--- src/hdl/pwm_out_pkg.sv ---
// constants for the pwm output stage: register map, field positions, reset values, modes
package pwm_out_pkg;
  // -----------------------------------------------------------
  // register word indices (byte address = 4 * index)
  // -----------------------------------------------------------
  localparam logic [1:0] IDX_SHUTDOWN = 2'h0;
  localparam logic [1:0] IDX_RESTART  = 2'h1;
  localparam logic [1:0] IDX_STEERING = 2'h2;
  // -----------------------------------------------------------
  // field positions
  // -----------------------------------------------------------
  localparam int FLAG_BIT    = 7;
  localparam int SRC_LSB     = 4;
  localparam int AC_LSB      = 2;
  localparam int BD_LSB      = 0;
  localparam int RESTART_BIT = 7;
  localparam int SYNC_BIT    = 4;
  // -----------------------------------------------------------
  // reset values
  // -----------------------------------------------------------
  localparam logic [7:0] SHUTDOWN_RST = 8'h00;
  localparam logic [7:0] RESTART_RST  = 8'h00;
  localparam logic [7:0] STEERING_RST = 8'h01;
  localparam logic [2:0] PINS_RST     = 3'h1;
  // -----------------------------------------------------------
  // mode codes
  // -----------------------------------------------------------
  localparam logic [1:0] PWM_MODE_HI = 2'h3;
  localparam logic [1:0] CFG_SINGLE  = 2'h0;
  localparam logic [1:0] CFG_HALF    = 2'h2;
  localparam logic [1:0] SAFE_LOW    = 2'h0;
  localparam logic [1:0] SAFE_HIGH   = 2'h1;
  // one dead-band tick per enabled clk_in cycle (clock is the instruction cycle)
  localparam int DB_TICK_CLKS = 1;
  typedef enum logic [1:0] {ST_RUN, ST_SHUT, ST_WAIT} shut_state_t;
endpackage

--- src/hdl/db_cfg_if.sv ---
// dead-band configuration carried from the register file to each delay unit
interface db_cfg_if;
  logic [6:0] count;
  logic       enable;
  modport src (output count, output enable);
  modport dst (input count, input enable);
endinterface

--- src/hdl/pin_sync.sv ---
// three-flop synchroniser with agreement filter for asynchronous pins
module pin_sync #(
  parameter int               WIDTH = 3,
  parameter logic [WIDTH-1:0] INIT  = '0
) (
  input  wire logic             clk_in,
  input  wire logic             reset_n_in,
  input  wire logic             clk_en_in,
  input  wire logic [WIDTH-1:0] async_in,
  output logic      [WIDTH-1:0] sync_out
);
  logic [WIDTH-1:0] s1_ff, s2_ff, s3_ff, out_ff;
  logic [WIDTH-1:0] nxt_out;

  // bits change only once the second and third stage agree
  always_comb begin
    nxt_out = out_ff;
    for (int i = 0; i < WIDTH; i++) begin
      if (s2_ff[i] == s3_ff[i]) begin
        nxt_out[i] = s3_ff[i];
      end
    end
  end

  always_ff @(posedge clk_in or negedge reset_n_in) begin
    if (!reset_n_in) begin
      s1_ff  <= INIT;
      s2_ff  <= INIT;
      s3_ff  <= INIT;
      out_ff <= INIT;
    end else if (clk_en_in) begin
      s1_ff  <= async_in;
      s2_ff  <= s1_ff;
      s3_ff  <= s2_ff;
      out_ff <= nxt_out;
    end
  end

  assign sync_out = out_ff;
endmodule

--- src/hdl/dead_band.sv ---
// delays the inactive-to-active edge of one pwm output by a programmed tick count
module dead_band #(
  parameter int CW = 7
) (
  input  wire logic clk_in,
  input  wire logic reset_n_in,
  input  wire logic clk_en_in,
  db_cfg_if.dst     cfg,
  input  wire logic pwm_active_in,
  output logic      pwm_active_out
);
  logic [CW-1:0] cnt_ff, nxt_cnt;

  // counter reloads while inactive, so a late rise never carries old state
  always_comb begin
    nxt_cnt = cnt_ff;
    if (!pwm_active_in) begin
      nxt_cnt = cfg.count;
    end else if (cnt_ff != '0) begin
      nxt_cnt = cnt_ff - CW'(1);
    end
  end

  always_ff @(posedge clk_in or negedge reset_n_in) begin
    if (!reset_n_in) begin
      cnt_ff <= '0;
    end else if (clk_en_in) begin
      cnt_ff <= nxt_cnt;
    end
  end

  // falling edge passes at once; count longer than duty keeps it low all period
  assign pwm_active_out = pwm_active_in && (!cfg.enable || cnt_ff == '0);
endmodule

--- src/hdl/pwm_output_stage.sv ---
// pwm output stage: auto-shutdown, restart, dead band and pulse steering with avalon registers
// What this block does
// - shutdown_control bit 7 is the shutdown event flag; 1 means outputs are shut.
// - bits 6-4 pick shutdown sources: comparator one, two, fault low, combinations.
// - in shutdown pair A/C goes low, high or high impedance per bits 3-2.
// - in shutdown pair B/D goes low, high or high impedance per bits 1-0.
// - shutdown condition is a level; outputs stay shut while it lasts.
// - software writes to the flag are ignored while the condition persists.
// - after restart, pwm output resumes only at the next period start.
// - with auto restart, hardware clears the flag once the condition goes.
// - without auto restart, software must clear the flag to restart.
// - half-bridge dead band delays only inactive-to-active edges.
// - dead-band count gives the delay in instruction cycles.
// - steering works only with pwm mode 11 and output config 00.
// - each steering bit routes pwm to its pin, else port control.
// - steered pins take polarity from the low two mode bits.
// - shutdown states touch only pins given to pwm: steered pins, or A and B in half bridge.
// - steering changes at period start when sync bit set, else at once.
// - a shutdown event forces enabled pins to safe states without a clock.
// - software writing 1 to the flag forces a shutdown.
// - a dead band longer than the duty keeps that output inactive.
//
// Added by the designer: the Avalon-MM register port and the placing of the registers.
module pwm_output_stage (
  input  wire logic        clk_in,
  input  wire logic        reset_n_in,
  input  wire logic        clk_en_in,
  input  wire logic [1:0]  address_in,
  input  wire logic        read_in,
  input  wire logic        write_in,
  input  wire logic [3:0]  byteenable_in,
  input  wire logic [31:0] writedata_in,
  output logic      [31:0] readdata_out,
  output logic             waitrequest_out,
  input  wire logic        pwm_raw_in,
  input  wire logic        period_start_in,
  input  wire logic [3:0]  capture_pwm_mode_field_in,
  input  wire logic [1:0]  output_config_field_in,
  input  wire logic        fault_input_n_in,
  input  wire logic        comparator_one_out_in,
  input  wire logic        comparator_two_out_in,
  input  wire logic [3:0]  port_data_in,
  input  wire logic [3:0]  port_oe_n_in,
  output logic             pwm_out_a_out,
  output logic             pwm_out_a_oe_n_out,
  output logic             pwm_out_b_out,
  output logic             pwm_out_b_oe_n_out,
  output logic             pwm_out_c_out,
  output logic             pwm_out_c_oe_n_out,
  output logic             pwm_out_d_out,
  output logic             pwm_out_d_oe_n_out
);
  // -----------------------------------------------------------
  // pin synchronisers
  // -----------------------------------------------------------
  logic [2:0] pins_s;
  logic       cond_sync;
  logic       cond_async;
  logic [2:0] src_sel;

  pin_sync #(
    .WIDTH (3),
    .INIT  (pwm_out_pkg::PINS_RST)
  ) u_pin_sync (
    .clk_in     (clk_in),
    .reset_n_in (reset_n_in),
    .clk_en_in  (clk_en_in),
    .async_in   ({comparator_two_out_in, comparator_one_out_in, fault_input_n_in}),
    .sync_out   (pins_s)
  );

  // -----------------------------------------------------------
  // register file and avalon slave
  // -----------------------------------------------------------
  logic [6:0]  shut_cfg_ff, nxt_shut_cfg;
  logic [7:0]  restart_ff, nxt_restart;
  logic [4:0]  steer_ff, nxt_steer;
  logic        ack_ff, nxt_ack;
  logic [31:0] rdata_ff, nxt_rdata;
  logic        req;
  logic        wr_take;
  logic        sw_set;
  logic        sw_clr;
  logic        flag;

  assign req             = read_in || write_in;
  assign waitrequest_out = req && !ack_ff;
  assign readdata_out    = rdata_ff;
  assign wr_take         = write_in && ack_ff && byteenable_in[0];
  assign sw_set = wr_take && address_in == pwm_out_pkg::IDX_SHUTDOWN && writedata_in[pwm_out_pkg::FLAG_BIT];
  assign sw_clr = wr_take && address_in == pwm_out_pkg::IDX_SHUTDOWN && !writedata_in[pwm_out_pkg::FLAG_BIT];
  assign src_sel = shut_cfg_ff[pwm_out_pkg::SRC_LSB +: 3];

  always_comb begin
    nxt_ack      = req && !ack_ff;
    nxt_rdata    = rdata_ff;
    nxt_shut_cfg = shut_cfg_ff;
    nxt_restart  = restart_ff;
    nxt_steer    = steer_ff;
    if (req && !ack_ff) begin
      case (address_in)
        pwm_out_pkg::IDX_SHUTDOWN: nxt_rdata = {24'h0, flag, shut_cfg_ff};
        pwm_out_pkg::IDX_RESTART:  nxt_rdata = {24'h0, restart_ff};
        pwm_out_pkg::IDX_STEERING: nxt_rdata = {27'h0, steer_ff};
        default:                   nxt_rdata = 32'h0;
      endcase
    end
    if (wr_take) begin
      case (address_in)
        pwm_out_pkg::IDX_SHUTDOWN: nxt_shut_cfg = writedata_in[6:0];
        pwm_out_pkg::IDX_RESTART:  nxt_restart  = writedata_in[7:0];
        pwm_out_pkg::IDX_STEERING: nxt_steer    = writedata_in[4:0];
        default:                   nxt_steer    = steer_ff;
      endcase
    end
  end

  always_ff @(posedge clk_in or negedge reset_n_in) begin
    if (!reset_n_in) begin
      ack_ff      <= 1'b0;
      rdata_ff    <= 32'h0;
      shut_cfg_ff <= pwm_out_pkg::SHUTDOWN_RST[6:0];
      restart_ff  <= pwm_out_pkg::RESTART_RST;
      steer_ff    <= pwm_out_pkg::STEERING_RST[4:0];
    end else if (clk_en_in) begin
      ack_ff      <= nxt_ack;
      rdata_ff    <= nxt_rdata;
      shut_cfg_ff <= nxt_shut_cfg;
      restart_ff  <= nxt_restart;
      steer_ff    <= nxt_steer;
    end
  end

  // -----------------------------------------------------------
  // shutdown condition and state
  // -----------------------------------------------------------
  pwm_out_pkg::shut_state_t st_ff, nxt_st;
  logic shut_now;

  // same decode twice: raw pins force at once, filtered pins drive the flag
  always_comb begin
    cond_async = (src_sel[0] && comparator_one_out_in) || (src_sel[1] && comparator_two_out_in)
              || (src_sel[2] && !fault_input_n_in);
    cond_sync  = (src_sel[0] && pins_s[1]) || (src_sel[1] && pins_s[2]) || (src_sel[2] && !pins_s[0]);
  end

  // set beats clear; a clear during the condition is simply ignored
  always_comb begin
    nxt_st = st_ff;
    case (st_ff)
      pwm_out_pkg::ST_RUN: begin
        if (cond_sync || sw_set) nxt_st = pwm_out_pkg::ST_SHUT;
      end
      pwm_out_pkg::ST_SHUT: begin
        if (cond_sync || sw_set) begin
          nxt_st = pwm_out_pkg::ST_SHUT;
        end else if (restart_ff[pwm_out_pkg::RESTART_BIT] || sw_clr) begin
          nxt_st = pwm_out_pkg::ST_WAIT;
        end
      end
      pwm_out_pkg::ST_WAIT: begin
        if (cond_sync || sw_set) begin
          nxt_st = pwm_out_pkg::ST_SHUT;
        end else if (period_start_in) begin
          nxt_st = pwm_out_pkg::ST_RUN;
        end
      end
      default: nxt_st = pwm_out_pkg::ST_RUN;
    endcase
  end

  always_ff @(posedge clk_in or negedge reset_n_in) begin
    if (!reset_n_in) begin
      st_ff <= pwm_out_pkg::ST_RUN;
    end else if (clk_en_in) begin
      st_ff <= nxt_st;
    end
  end

  assign flag     = st_ff == pwm_out_pkg::ST_SHUT;
  assign shut_now = st_ff != pwm_out_pkg::ST_RUN || cond_async;

  // -----------------------------------------------------------
  // dead band and steering
  // -----------------------------------------------------------
  logic       pwm_mode, single_mode, half_mode;
  logic       db_a, db_b;
  logic [3:0] steer_act_ff, nxt_steer_act;

  assign pwm_mode    = capture_pwm_mode_field_in[3:2] == pwm_out_pkg::PWM_MODE_HI;
  assign single_mode = pwm_mode && output_config_field_in == pwm_out_pkg::CFG_SINGLE;
  assign half_mode   = pwm_mode && output_config_field_in == pwm_out_pkg::CFG_HALF;

  db_cfg_if u_db_cfg ();
  assign u_db_cfg.count  = restart_ff[6:0];
  assign u_db_cfg.enable = half_mode;

  dead_band #(.CW(7)) u_db_a (
    .clk_in         (clk_in),
    .reset_n_in     (reset_n_in),
    .clk_en_in      (clk_en_in),
    .cfg            (u_db_cfg),
    .pwm_active_in  (pwm_raw_in),
    .pwm_active_out (db_a)
  );

  dead_band #(.CW(7)) u_db_b (
    .clk_in         (clk_in),
    .reset_n_in     (reset_n_in),
    .clk_en_in      (clk_en_in),
    .cfg            (u_db_cfg),
    .pwm_active_in  (!pwm_raw_in),
    .pwm_active_out (db_b)
  );

  // synced steering waits for a period start so no pulse is ever cut
  always_comb begin
    nxt_steer_act = steer_act_ff;
    if (!steer_ff[pwm_out_pkg::SYNC_BIT] || period_start_in) begin
      nxt_steer_act = steer_ff[3:0];
    end
  end

  always_ff @(posedge clk_in or negedge reset_n_in) begin
    if (!reset_n_in) begin
      steer_act_ff <= pwm_out_pkg::STEERING_RST[3:0];
    end else if (clk_en_in) begin
      steer_act_ff <= nxt_steer_act;
    end
  end

  // -----------------------------------------------------------
  // pin ownership and levels
  // -----------------------------------------------------------
  logic [3:0] own_ff, nxt_own, val_ff, nxt_val;
  logic [3:0] pin_d, pin_oe_n;
  logic       pol_ac, pol_bd;

  assign pol_ac = capture_pwm_mode_field_in[1];
  assign pol_bd = capture_pwm_mode_field_in[0];

  // full-bridge modes leave the pins with the port; direction logic lives elsewhere
  always_comb begin
    nxt_own = 4'h0;
    nxt_val = 4'h0;
    if (single_mode) begin
      nxt_own = steer_act_ff;
      nxt_val = {pwm_raw_in ^ pol_bd, pwm_raw_in ^ pol_ac, pwm_raw_in ^ pol_bd, pwm_raw_in ^ pol_ac};
    end else if (half_mode) begin
      nxt_own = 4'h3;
      nxt_val = {2'h0, db_b ^ pol_bd, db_a ^ pol_ac};
    end
  end

  always_ff @(posedge clk_in or negedge reset_n_in) begin
    if (!reset_n_in) begin
      own_ff <= 4'h0;
      val_ff <= 4'h0;
    end else if (clk_en_in) begin
      own_ff <= nxt_own;
      val_ff <= nxt_val;
    end
  end

  // combinational on purpose: a fault must reach the pins without a clock edge
  always_comb begin
    logic [1:0] safe;
    safe = 2'h0;
    for (int i = 0; i < 4; i++) begin
      safe = (i % 2 == 0) ? shut_cfg_ff[pwm_out_pkg::AC_LSB +: 2] : shut_cfg_ff[pwm_out_pkg::BD_LSB +: 2];
      pin_d[i]    = port_data_in[i];
      pin_oe_n[i] = port_oe_n_in[i];
      if (own_ff[i] && shut_now) begin
        case (safe)
          pwm_out_pkg::SAFE_LOW: begin
            pin_d[i]    = 1'b0;
            pin_oe_n[i] = 1'b0;
          end
          pwm_out_pkg::SAFE_HIGH: begin
            pin_d[i]    = 1'b1;
            pin_oe_n[i] = 1'b0;
          end
          default: begin
            pin_d[i]    = 1'b0;
            pin_oe_n[i] = 1'b1;
          end
        endcase
      end else if (own_ff[i]) begin
        pin_d[i]    = val_ff[i];
        pin_oe_n[i] = 1'b0;
      end
    end
  end

  assign pwm_out_a_out      = pin_d[0];
  assign pwm_out_b_out      = pin_d[1];
  assign pwm_out_c_out      = pin_d[2];
  assign pwm_out_d_out      = pin_d[3];
  assign pwm_out_a_oe_n_out = pin_oe_n[0];
  assign pwm_out_b_oe_n_out = pin_oe_n[1];
  assign pwm_out_c_oe_n_out = pin_oe_n[2];
  assign pwm_out_d_oe_n_out = pin_oe_n[3];
endmodule

--- config.mk ---
export PLATFORM = sky130hd
export DESIGN_NAME = pwm_output_stage
export DESIGN_NICKNAME = d
export VERILOG_FILES = /design/src/hdl/pwm_out_pkg.sv /design/src/hdl/db_cfg_if.sv /design/src/hdl/pin_sync.sv /design/src/hdl/dead_band.sv /design/src/hdl/pwm_output_stage.sv
export SDC_FILE = /design/constraint.sdc
export NUM_CORES = 1
export LEC_CHECK = 0
export ABC_AREA = 1
export BUFFER_PORTS_ARGS = -buffer_cell sky130_fd_sc_hd__buf_2
export CAP_MARGIN = 20
export CORE_ASPECT_RATIO = 1.5
export CORE_MARGIN = 1.5
export CORE_UTILIZATION = 49
export CTS_BUF_LIST = sky130_fd_sc_hd__clkbuf_4 sky130_fd_sc_hd__clkbuf_8
export DETAILED_ROUTE_END_ITERATION = 10
export PLACE_DENSITY = 0.76
export SETUP_SLACK_MARGIN = 0.2
export SLEW_MARGIN = 20
export SYNTH_ARGS = -nofsm -noshare
export SYNTH_HDL_FRONTEND = slang
export SYNTH_SLANG_ARGS = --single-unit
--- constraint.sdc ---
create_clock -name clk_in -period 1.2 [get_ports clk_in]
set_input_delay 0.18 -clock clk_in [delete_from_list [all_inputs] [get_ports clk_in]]
set_output_delay 0.18 -clock clk_in [all_outputs]
set_load 0.05 [all_outputs]
==> reports/metrics.cfg, run 1 <==
[synth]
ys_types=32
ys_seq_area_share_pct=46.2
synth-seq-cells=69
synth_edf_count=0
synth-warning-count=0
synth-main-ff-cell=dfrtp_1
syn_area_per_cell_um2=7.63
synthTopCellsByArea=dfrtp_1 42%, nand2_1 15%, o21ai_0 9.5%, inv_1 6.2%, buf_4 5.0%
synthArstFlopShare_pct=100
synthCells=492
yosysTopAreaCell=dfrtp_1
syn_area_um2=3750
yosysTopAreaCellShare_pct=42.0

[critical_path]
crit_chain=nor2_4, o2111ai_4, nand2_4, nand2_4, o21ai_4, buf_6
critPathBufInv=1
crit_fanout=4
criticalPathCategory=reg2out
timing.critical_path.from=st_ff[0]$_DFFE_PN0P_
cp.required_ns=1.02
r2r_start=shut_cfg_ff[5]$_DFFE_PN0P_
crit_family=flip-flops
cpPeakStageDelay_ns=0.43
cp-endpoint=pwm_out_a_out
end_kind=output port
r2r_cells=10
timing.rr.end=st_ff[0]$_DFFE_PN0P_
slowest_stage=dfrtp_1
start_kind=flip-flop
path_depth=6
r2r_slack_ns=-0.30
worstPathArrival_ns=1.68
crit_top_cell=nand2_4

[clocking]
clock_latency_ns=0.38
cts_inserted_buffers=9
cts_buffer_depth=2
htree_num_levels=3
cts-root-buf=clkbuf_8
clk_pin_slew_ns=0.09
cts_tree=yes
cts.sinks=69

[detailed_routing]
routed_via_density=5.58
antenna_left=0
drt-total-wl_mm=13.1
drc=0
drt_iter0_markers=332
wl_per_cell_um=18.1
num_vias=4044
dr.pass1.iters=5

[power]
total_leakage_power_nw=2.74
p_switching_w=0.00419
p_comb_share_pct=47.1
p_int_w=0.00550
clock_power_share_pct=18.7
total_power_w=0.00969
ir_drop_mv=1.18
power_density_nw_per_um2=1710
seq_power_share_pct=34.2
swShare_pct=43.2

[finish]
antenna_cells=0
fin_nets=686
fillCellCount=428
area_delta_synth_final_pct=50.8
final_util_pct=77.3
layout-drive-gt1-share_pct=45.3

[global_routing]
grt.met2_usage_pct=50.0
use_met1_pct=33.3
grt_max_degree=70
grt_busiest_layer=met2
grt_first_pass_wirelength_mm=18.0
use_met3_pct=7.64
grt_pass1_vias=3752
grt_usage_pct=29.6
overflow=0
antenna_found_initial=0

[sta]
finClkSkew_ns=0.0146
fin_crit_ns=1.86
fin_setup_tns_ns=-11.31
setup_slack_ns=-0.656
hold_viol_final=0
grt_setup_unrepaired=true
max_freq_ghz=0.539
setup-violations-final=47
final_max_slew_viol_count=0
min_period_over_period_pct=155

[floorplanning]
pin_count=103
fp-row-count=38
die_w_um=74.5
initial_utilization_pct=51.3
chipHeight_um=110
dieArea_um2=8210
core-area_um2=7320

[run_status]
violations=negative setup slack
outcome=finished, violations left

[run]
max-cap-violations=0

[place]
portBuffers=51
dp_hpwl_mm=6.84
place.gp.congestion=0.903

[min_path]
min_path_type=in2reg

## synth_stat cells (2+ instances only)
cell type / instances
nand2_1: 147
o21ai_0: 71
dfrtp_1: 63
inv_1: 62
nor2_1: 33
buf_4: 25
a21oi_1: 21
nand3_1: 15
buf_2: 6
dfstp_2: 6
ha_1: 4
nand2_2: 4
buf_6: 3
nor2_2: 3
o21ai_1: 3
o22ai_1: 3
xor2_1: 3
inv_2: 2
mux2_1: 2
nand3_2: 2
nor2_4: 2
o211ai_1: 2
## cell usage in the layout, fill, tap and decap left out, types with 5 or more instances in the layout
master | Yosys | routed
nand3_1 | 15 | 9
conb_1 | 1 | 24
dfstp_2 | 6 | 6
buf_4 | 25 | 51
nand2_1 | 147 | 101
clkbuf_8 | 0 | 9
nor2_4 | 2 | 11
o21ai_4 | 0 | 9
nand3_4 | 1 | 8
nand2_4 | 0 | 10
o21ai_2 | 1 | 17
buf_12 | 0 | 6
nand2_2 | 4 | 38
a21oi_1 | 21 | 17
nor2_2 | 3 | 5
inv_2 | 2 | 13
o21ai_1 | 3 | 23
buf_8 | 0 | 5
o21ai_0 | 71 | 26
dfrtp_1 | 63 | 62
nor2_1 | 33 | 22
buf_6 | 3 | 28
buf_2 | 6 | 34
inv_1 | 62 | 48
## cell type report
cell class	instances	area [um^2]	share of cell area [%]
timing repair buffer	125	1070	19.0
clock buffer	10	131	2.32
multi-input combinational	351	2290	40.5
sequential	69	1740	30.7
tap	100	125	2.21
inverter	64	255	4.51
clock inverter	6	48.8	0.862
## worst register-to-register path, cell delays in order, from the launching register on
cell and delay [ns]:
dfrtp_1 0.41, buf_6 0.14, nand2_1 0.09, nand2_2 0.07
nor2_4 0.12, nand2_2 0.09, nor2_2 0.17, nand2_2 0.10
nand2_2 0.10, nand2_1 0.08, nand2_1 0.07
## stage by stage
step                instances  hold WS, ns  instance area [um^2]  setup slack, ns
CTS                       714       0.0319                  5330           -0.653
detailed placement        675        0.229                  4580           -0.331
finish                    725       0.0282                  5660           -0.656
floorplan                 515       -0.116                  4080           -0.119
global placement          675        0.224                  4580           -0.290
global route              725       0.0279                  5660           -0.737
## cells by family after synthesis
family	share of synthesized area (%)
mux	0.600
fa+ha+maj	1.33
simple gates	23.4
buf+inv	13.2
compound gates	14.5
xor+xnor	0.700
flops	46.2
other cells	0.0999
## flip-flops by register name, summed over array words and instances (netlist names)
register	count
restart_ff	8
shut_cfg_ff	7
steer_act_ff	4
u_db_b.cnt_ff	7
ack_ff	1
val_ff	4
u_pin_sync.s1_ff	3
own_ff	4
u_db_a.cnt_ff	7
steer_ff	5
u_pin_sync.sync_out	3
st_ff	2
u_pin_sync.s3_ff	3
readdata_out	8
u_pin_sync.s2_ff	3
## power by group through the flow
stage          clock network, W  registers [W]  logic [W]
6_report                0.00181        0.00331    0.00457
5_1_grt                 0.00195        0.00334    0.00487
4_1_cts                 0.00179        0.00320    0.00386
3_5_place_dp                  0        0.00321    0.00312
3_3_place_gp                  0        0.00319    0.00302
2_1_floorplan                 0        0.00336    0.00188
## how the worst min path moves through the flow
stage	end	cells after the start	startpoint
5_1_grt	u_pin_sync.s1_ff[0]$_DFFE_PN1P_	3	fault_input_n_in
3_5_place_dp	u_db_a.cnt_ff[0]$_DFFE_PN0P_	2	reset_n_in
4_1_cts	u_pin_sync.s1_ff[0]$_DFFE_PN1P_	3	fault_input_n_in
3_3_place_gp	u_db_b.cnt_ff[5]$_DFFE_PN0P_	2	reset_n_in
6_report	u_pin_sync.s1_ff[0]$_DFFE_PN1P_	3	fault_input_n_in
2_1_floorplan	ack_ff$_DFFE_PN0P_	0	reset_n_in
## repair_timing
item                                    CTS  global route
gates cloned                              3             1
pin swaps                                37            30
endpoints found under the setup margin   66            68
hold buffers                              1             0
setup buffers                            19            10
endpoints found under the hold margin    63             0
resized for setup                       111            69
## routing by layer
layer,vias to the layer above,share of wire (%)
met4,0,6.3
met3,80,7.3
li1,1773,-
met5,-,0
met1,1925,35
met2,266,51
Power figures use the tool's default switching activity.
==> inputs of run 2 (changes only) <==
CAP_MARGIN = not set   (was 20)
CELL_PAD_IN_SITES_DETAIL_PLACEMENT = 2   (was not set)
CELL_PAD_IN_SITES_GLOBAL_PLACEMENT = 2   (was not set)
CORE_UTILIZATION = 27   (was 49)
==> reports/metrics.cfg, run 2 (synthesized netlist as in run 1, its figures left out) <==
[run_status]
outcome=finished, violations left
violations=negative setup slack

[detailed_routing]
routed_via_density=5.06  ; -9.3%
num_vias=4063  ; +0.47%
wl_per_cell_um=23.0  ; +27%
drc=0  ; unchanged
antenna_left=0  ; unchanged
drt-total-wl_mm=18.5  ; +41%
drt_iter0_markers=111  ; -67%
dr.pass1.iters=4  ; -1

[clocking]
clock_latency_ns=0.38  ; about the same
cts_buffer_depth=2  ; unchanged
cts_tree=yes
cts-root-buf=clkbuf_8
clk_pin_slew_ns=0.11  ; +0.02 ns
cts_inserted_buffers=9  ; unchanged
htree_num_levels=3  ; unchanged
cts.sinks=69  ; unchanged

[critical_path]
crit_fanout=4  ; unchanged
cp.required_ns=1.02  ; about the same
crit_chain=nor2_4, o2111ai_4, nand2_2, buf_4, nand2_2, o21ai_4, buf_6
worstPathArrival_ns=1.78  ; +0.10 ns
cpPeakStageDelay_ns=0.47  ; +0.04 ns
crit_top_cell=nand2_2
path_depth=7  ; +1
cp-endpoint=pwm_out_d_out
crit_family=flip-flops
critPathBufInv=2  ; +1
r2r_slack_ns=-0.33  ; -0.03 ns
timing.critical_path.from=st_ff[0]$_DFFE_PN0P_
r2r_start=u_db_b.cnt_ff[1]$_DFFE_PN0P_
timing.rr.end=u_db_b.cnt_ff[4]$_DFFE_PN0P_
slowest_stage=dfrtp_1
start_kind=flip-flop
criticalPathCategory=reg2out
r2r_cells=8  ; -2
end_kind=output port

[floorplanning]
chipHeight_um=147  ; +34%
fp-row-count=52  ; +37%
core-area_um2=13500  ; +85%
dieArea_um2=14600  ; +78%
pin_count=103  ; unchanged
initial_utilization_pct=27.7  ; -24 points
die_w_um=99.3  ; +33%

[min_path]
min_path_type=in2reg

[power]
total_leakage_power_nw=2.80  ; +2.3%
ir_drop_mv=0.726  ; -38%
power_density_nw_per_um2=1750  ; +2.4%
total_power_w=0.0103  ; +6.5%

[place]
portBuffers=51  ; unchanged
dp_hpwl_mm=10.1  ; +47%
place.gp.congestion=0.818  ; -9.4%

[sta]
setup-violations-final=52  ; +11%
grt_setup_unrepaired=true
max_freq_ghz=0.510  ; -5.3%
fin_setup_tns_ns=-11.23  ; +0.0825 ns
finClkSkew_ns=0.0237  ; +0.00907 ns
setup_slack_ns=-0.760  ; -0.104 ns
fin_crit_ns=1.96  ; +0.104 ns
min_period_over_period_pct=163  ; +8.7 points
final_max_slew_viol_count=0  ; unchanged
hold_viol_final=0  ; unchanged

[global_routing]
overflow=0  ; unchanged
antenna_found_initial=1  ; +1
grt_max_degree=55  ; -21%
grt_usage_pct=22.8  ; -6.9 points
grt_pass1_vias=4572  ; +22%
grt_first_pass_wirelength_mm=25.4  ; +41%

[finish]
fillCellCount=1493  ; +250%
final_util_pct=43.5  ; -34 points
fin_nets=701  ; +2.2%
area_delta_synth_final_pct=56.8
regArea_um2=1730  ; about the same
multi_input_comb_area_um2=2340  ; +2.0%
layout-drive-gt1-share_pct=49.2  ; +3.9 points
final_cell_mix=95 x nand2_1, 63 x dfrtp_1, 58 x buf_4
final_common_cell=nand2_1

[run]
max-cap-violations=0  ; unchanged

run 2: changes by cell type in the layout (fill, tap and decap cells not counted), moves of 5 or more:
cell | previous run | this run
buf_6 | 28 | 44
nand2_2 | 38 | 48
buf_4 | 51 | 58
nand2_1 | 101 | 95
nor2_1 | 22 | 17
o21ai_0 | 26 | 21
run 2: how the worst min path moves through the flow:
stage / from / end / slack (ns) / cells past startpoint
5_1_grt: comparator_one_out_in / u_pin_sync.s1_ff[1]$_DFFE_PN0P_ / 0.07 / 3
4_1_cts: fault_input_n_in / u_pin_sync.s1_ff[0]$_DFFE_PN1P_ / 0.04 / 3
3_3_place_gp: reset_n_in / readdata_out[3]$_DFFE_PN0P_ / 0.05 / 1
3_5_place_dp: reset_n_in / readdata_out[2]$_DFFE_PN0P_ / 0.05 / 1
6_report: comparator_one_out_in / u_pin_sync.s1_ff[1]$_DFFE_PN0P_ / 0.06 / 3
2_1_floorplan: reset_n_in / ack_ff$_DFFE_PN0P_ / -0.12 / 0
run 2: power by group:
part           total (W)  internal [W]  switching (W)
clock            0.00195      0.000819        0.00113
combinational    0.00499       0.00203        0.00297
sequential       0.00338       0.00284       0.000546
run 2: metal layers:
layer | vias to the layer above | global-route usage [%] | wire length (um)
met5 | - | 0 | 0
met4 | 0 | 10.9 | 1020
met3 | 51 | 2.51 | 543
met2 | 126 | 44.5 | 10400
met1 | 2082 | 23.7 | 6540
li1 | 1804 | - | -
run 2: layout make-up:
class                           instances  area share, %
Clock buffer                           10           2.34
Tap cell                              162           3.44
Timing Repair Buffer                  141           20.1
Clock inverter                          6          0.765
Sequential cell                        69           29.5
Inverter                               64           4.21
Multi-Input combinational cell        350           39.7
Antenna cell                            1         0.0425
run 2: through the flow:
stage                     setup slack (ns)  area, um^2  hold slack [ns]  std cells
after global routing                -0.805        5890           0.0716        803
after detailed placement            -0.315        4730           0.0515        752
after CTS                           -0.623        5550           0.0382        789
final                               -0.760        5890           0.0607        803
after floorplan                     -0.119        4080           -0.116        515
after global placement              -0.261        4730           0.0470        752
run 2: tightest hold or removal path, delay by kind of cell:
family / cells / cell delay (ns)
and+or+nand+nor: 1 / 0.06
buffers and inverters: 1 / 0.10
AOI/OAI and AO/OA: 1 / 0.06
run 2: what timing repair did:
item	4_1_cts	5_1_grt
buffers inserted	16	13
setup endpoints to repair	69	69
cloned	4	0
pin swaps	47	31
hold endpoints to repair	37	0
hold buffers	1	0
resized for setup	140	71
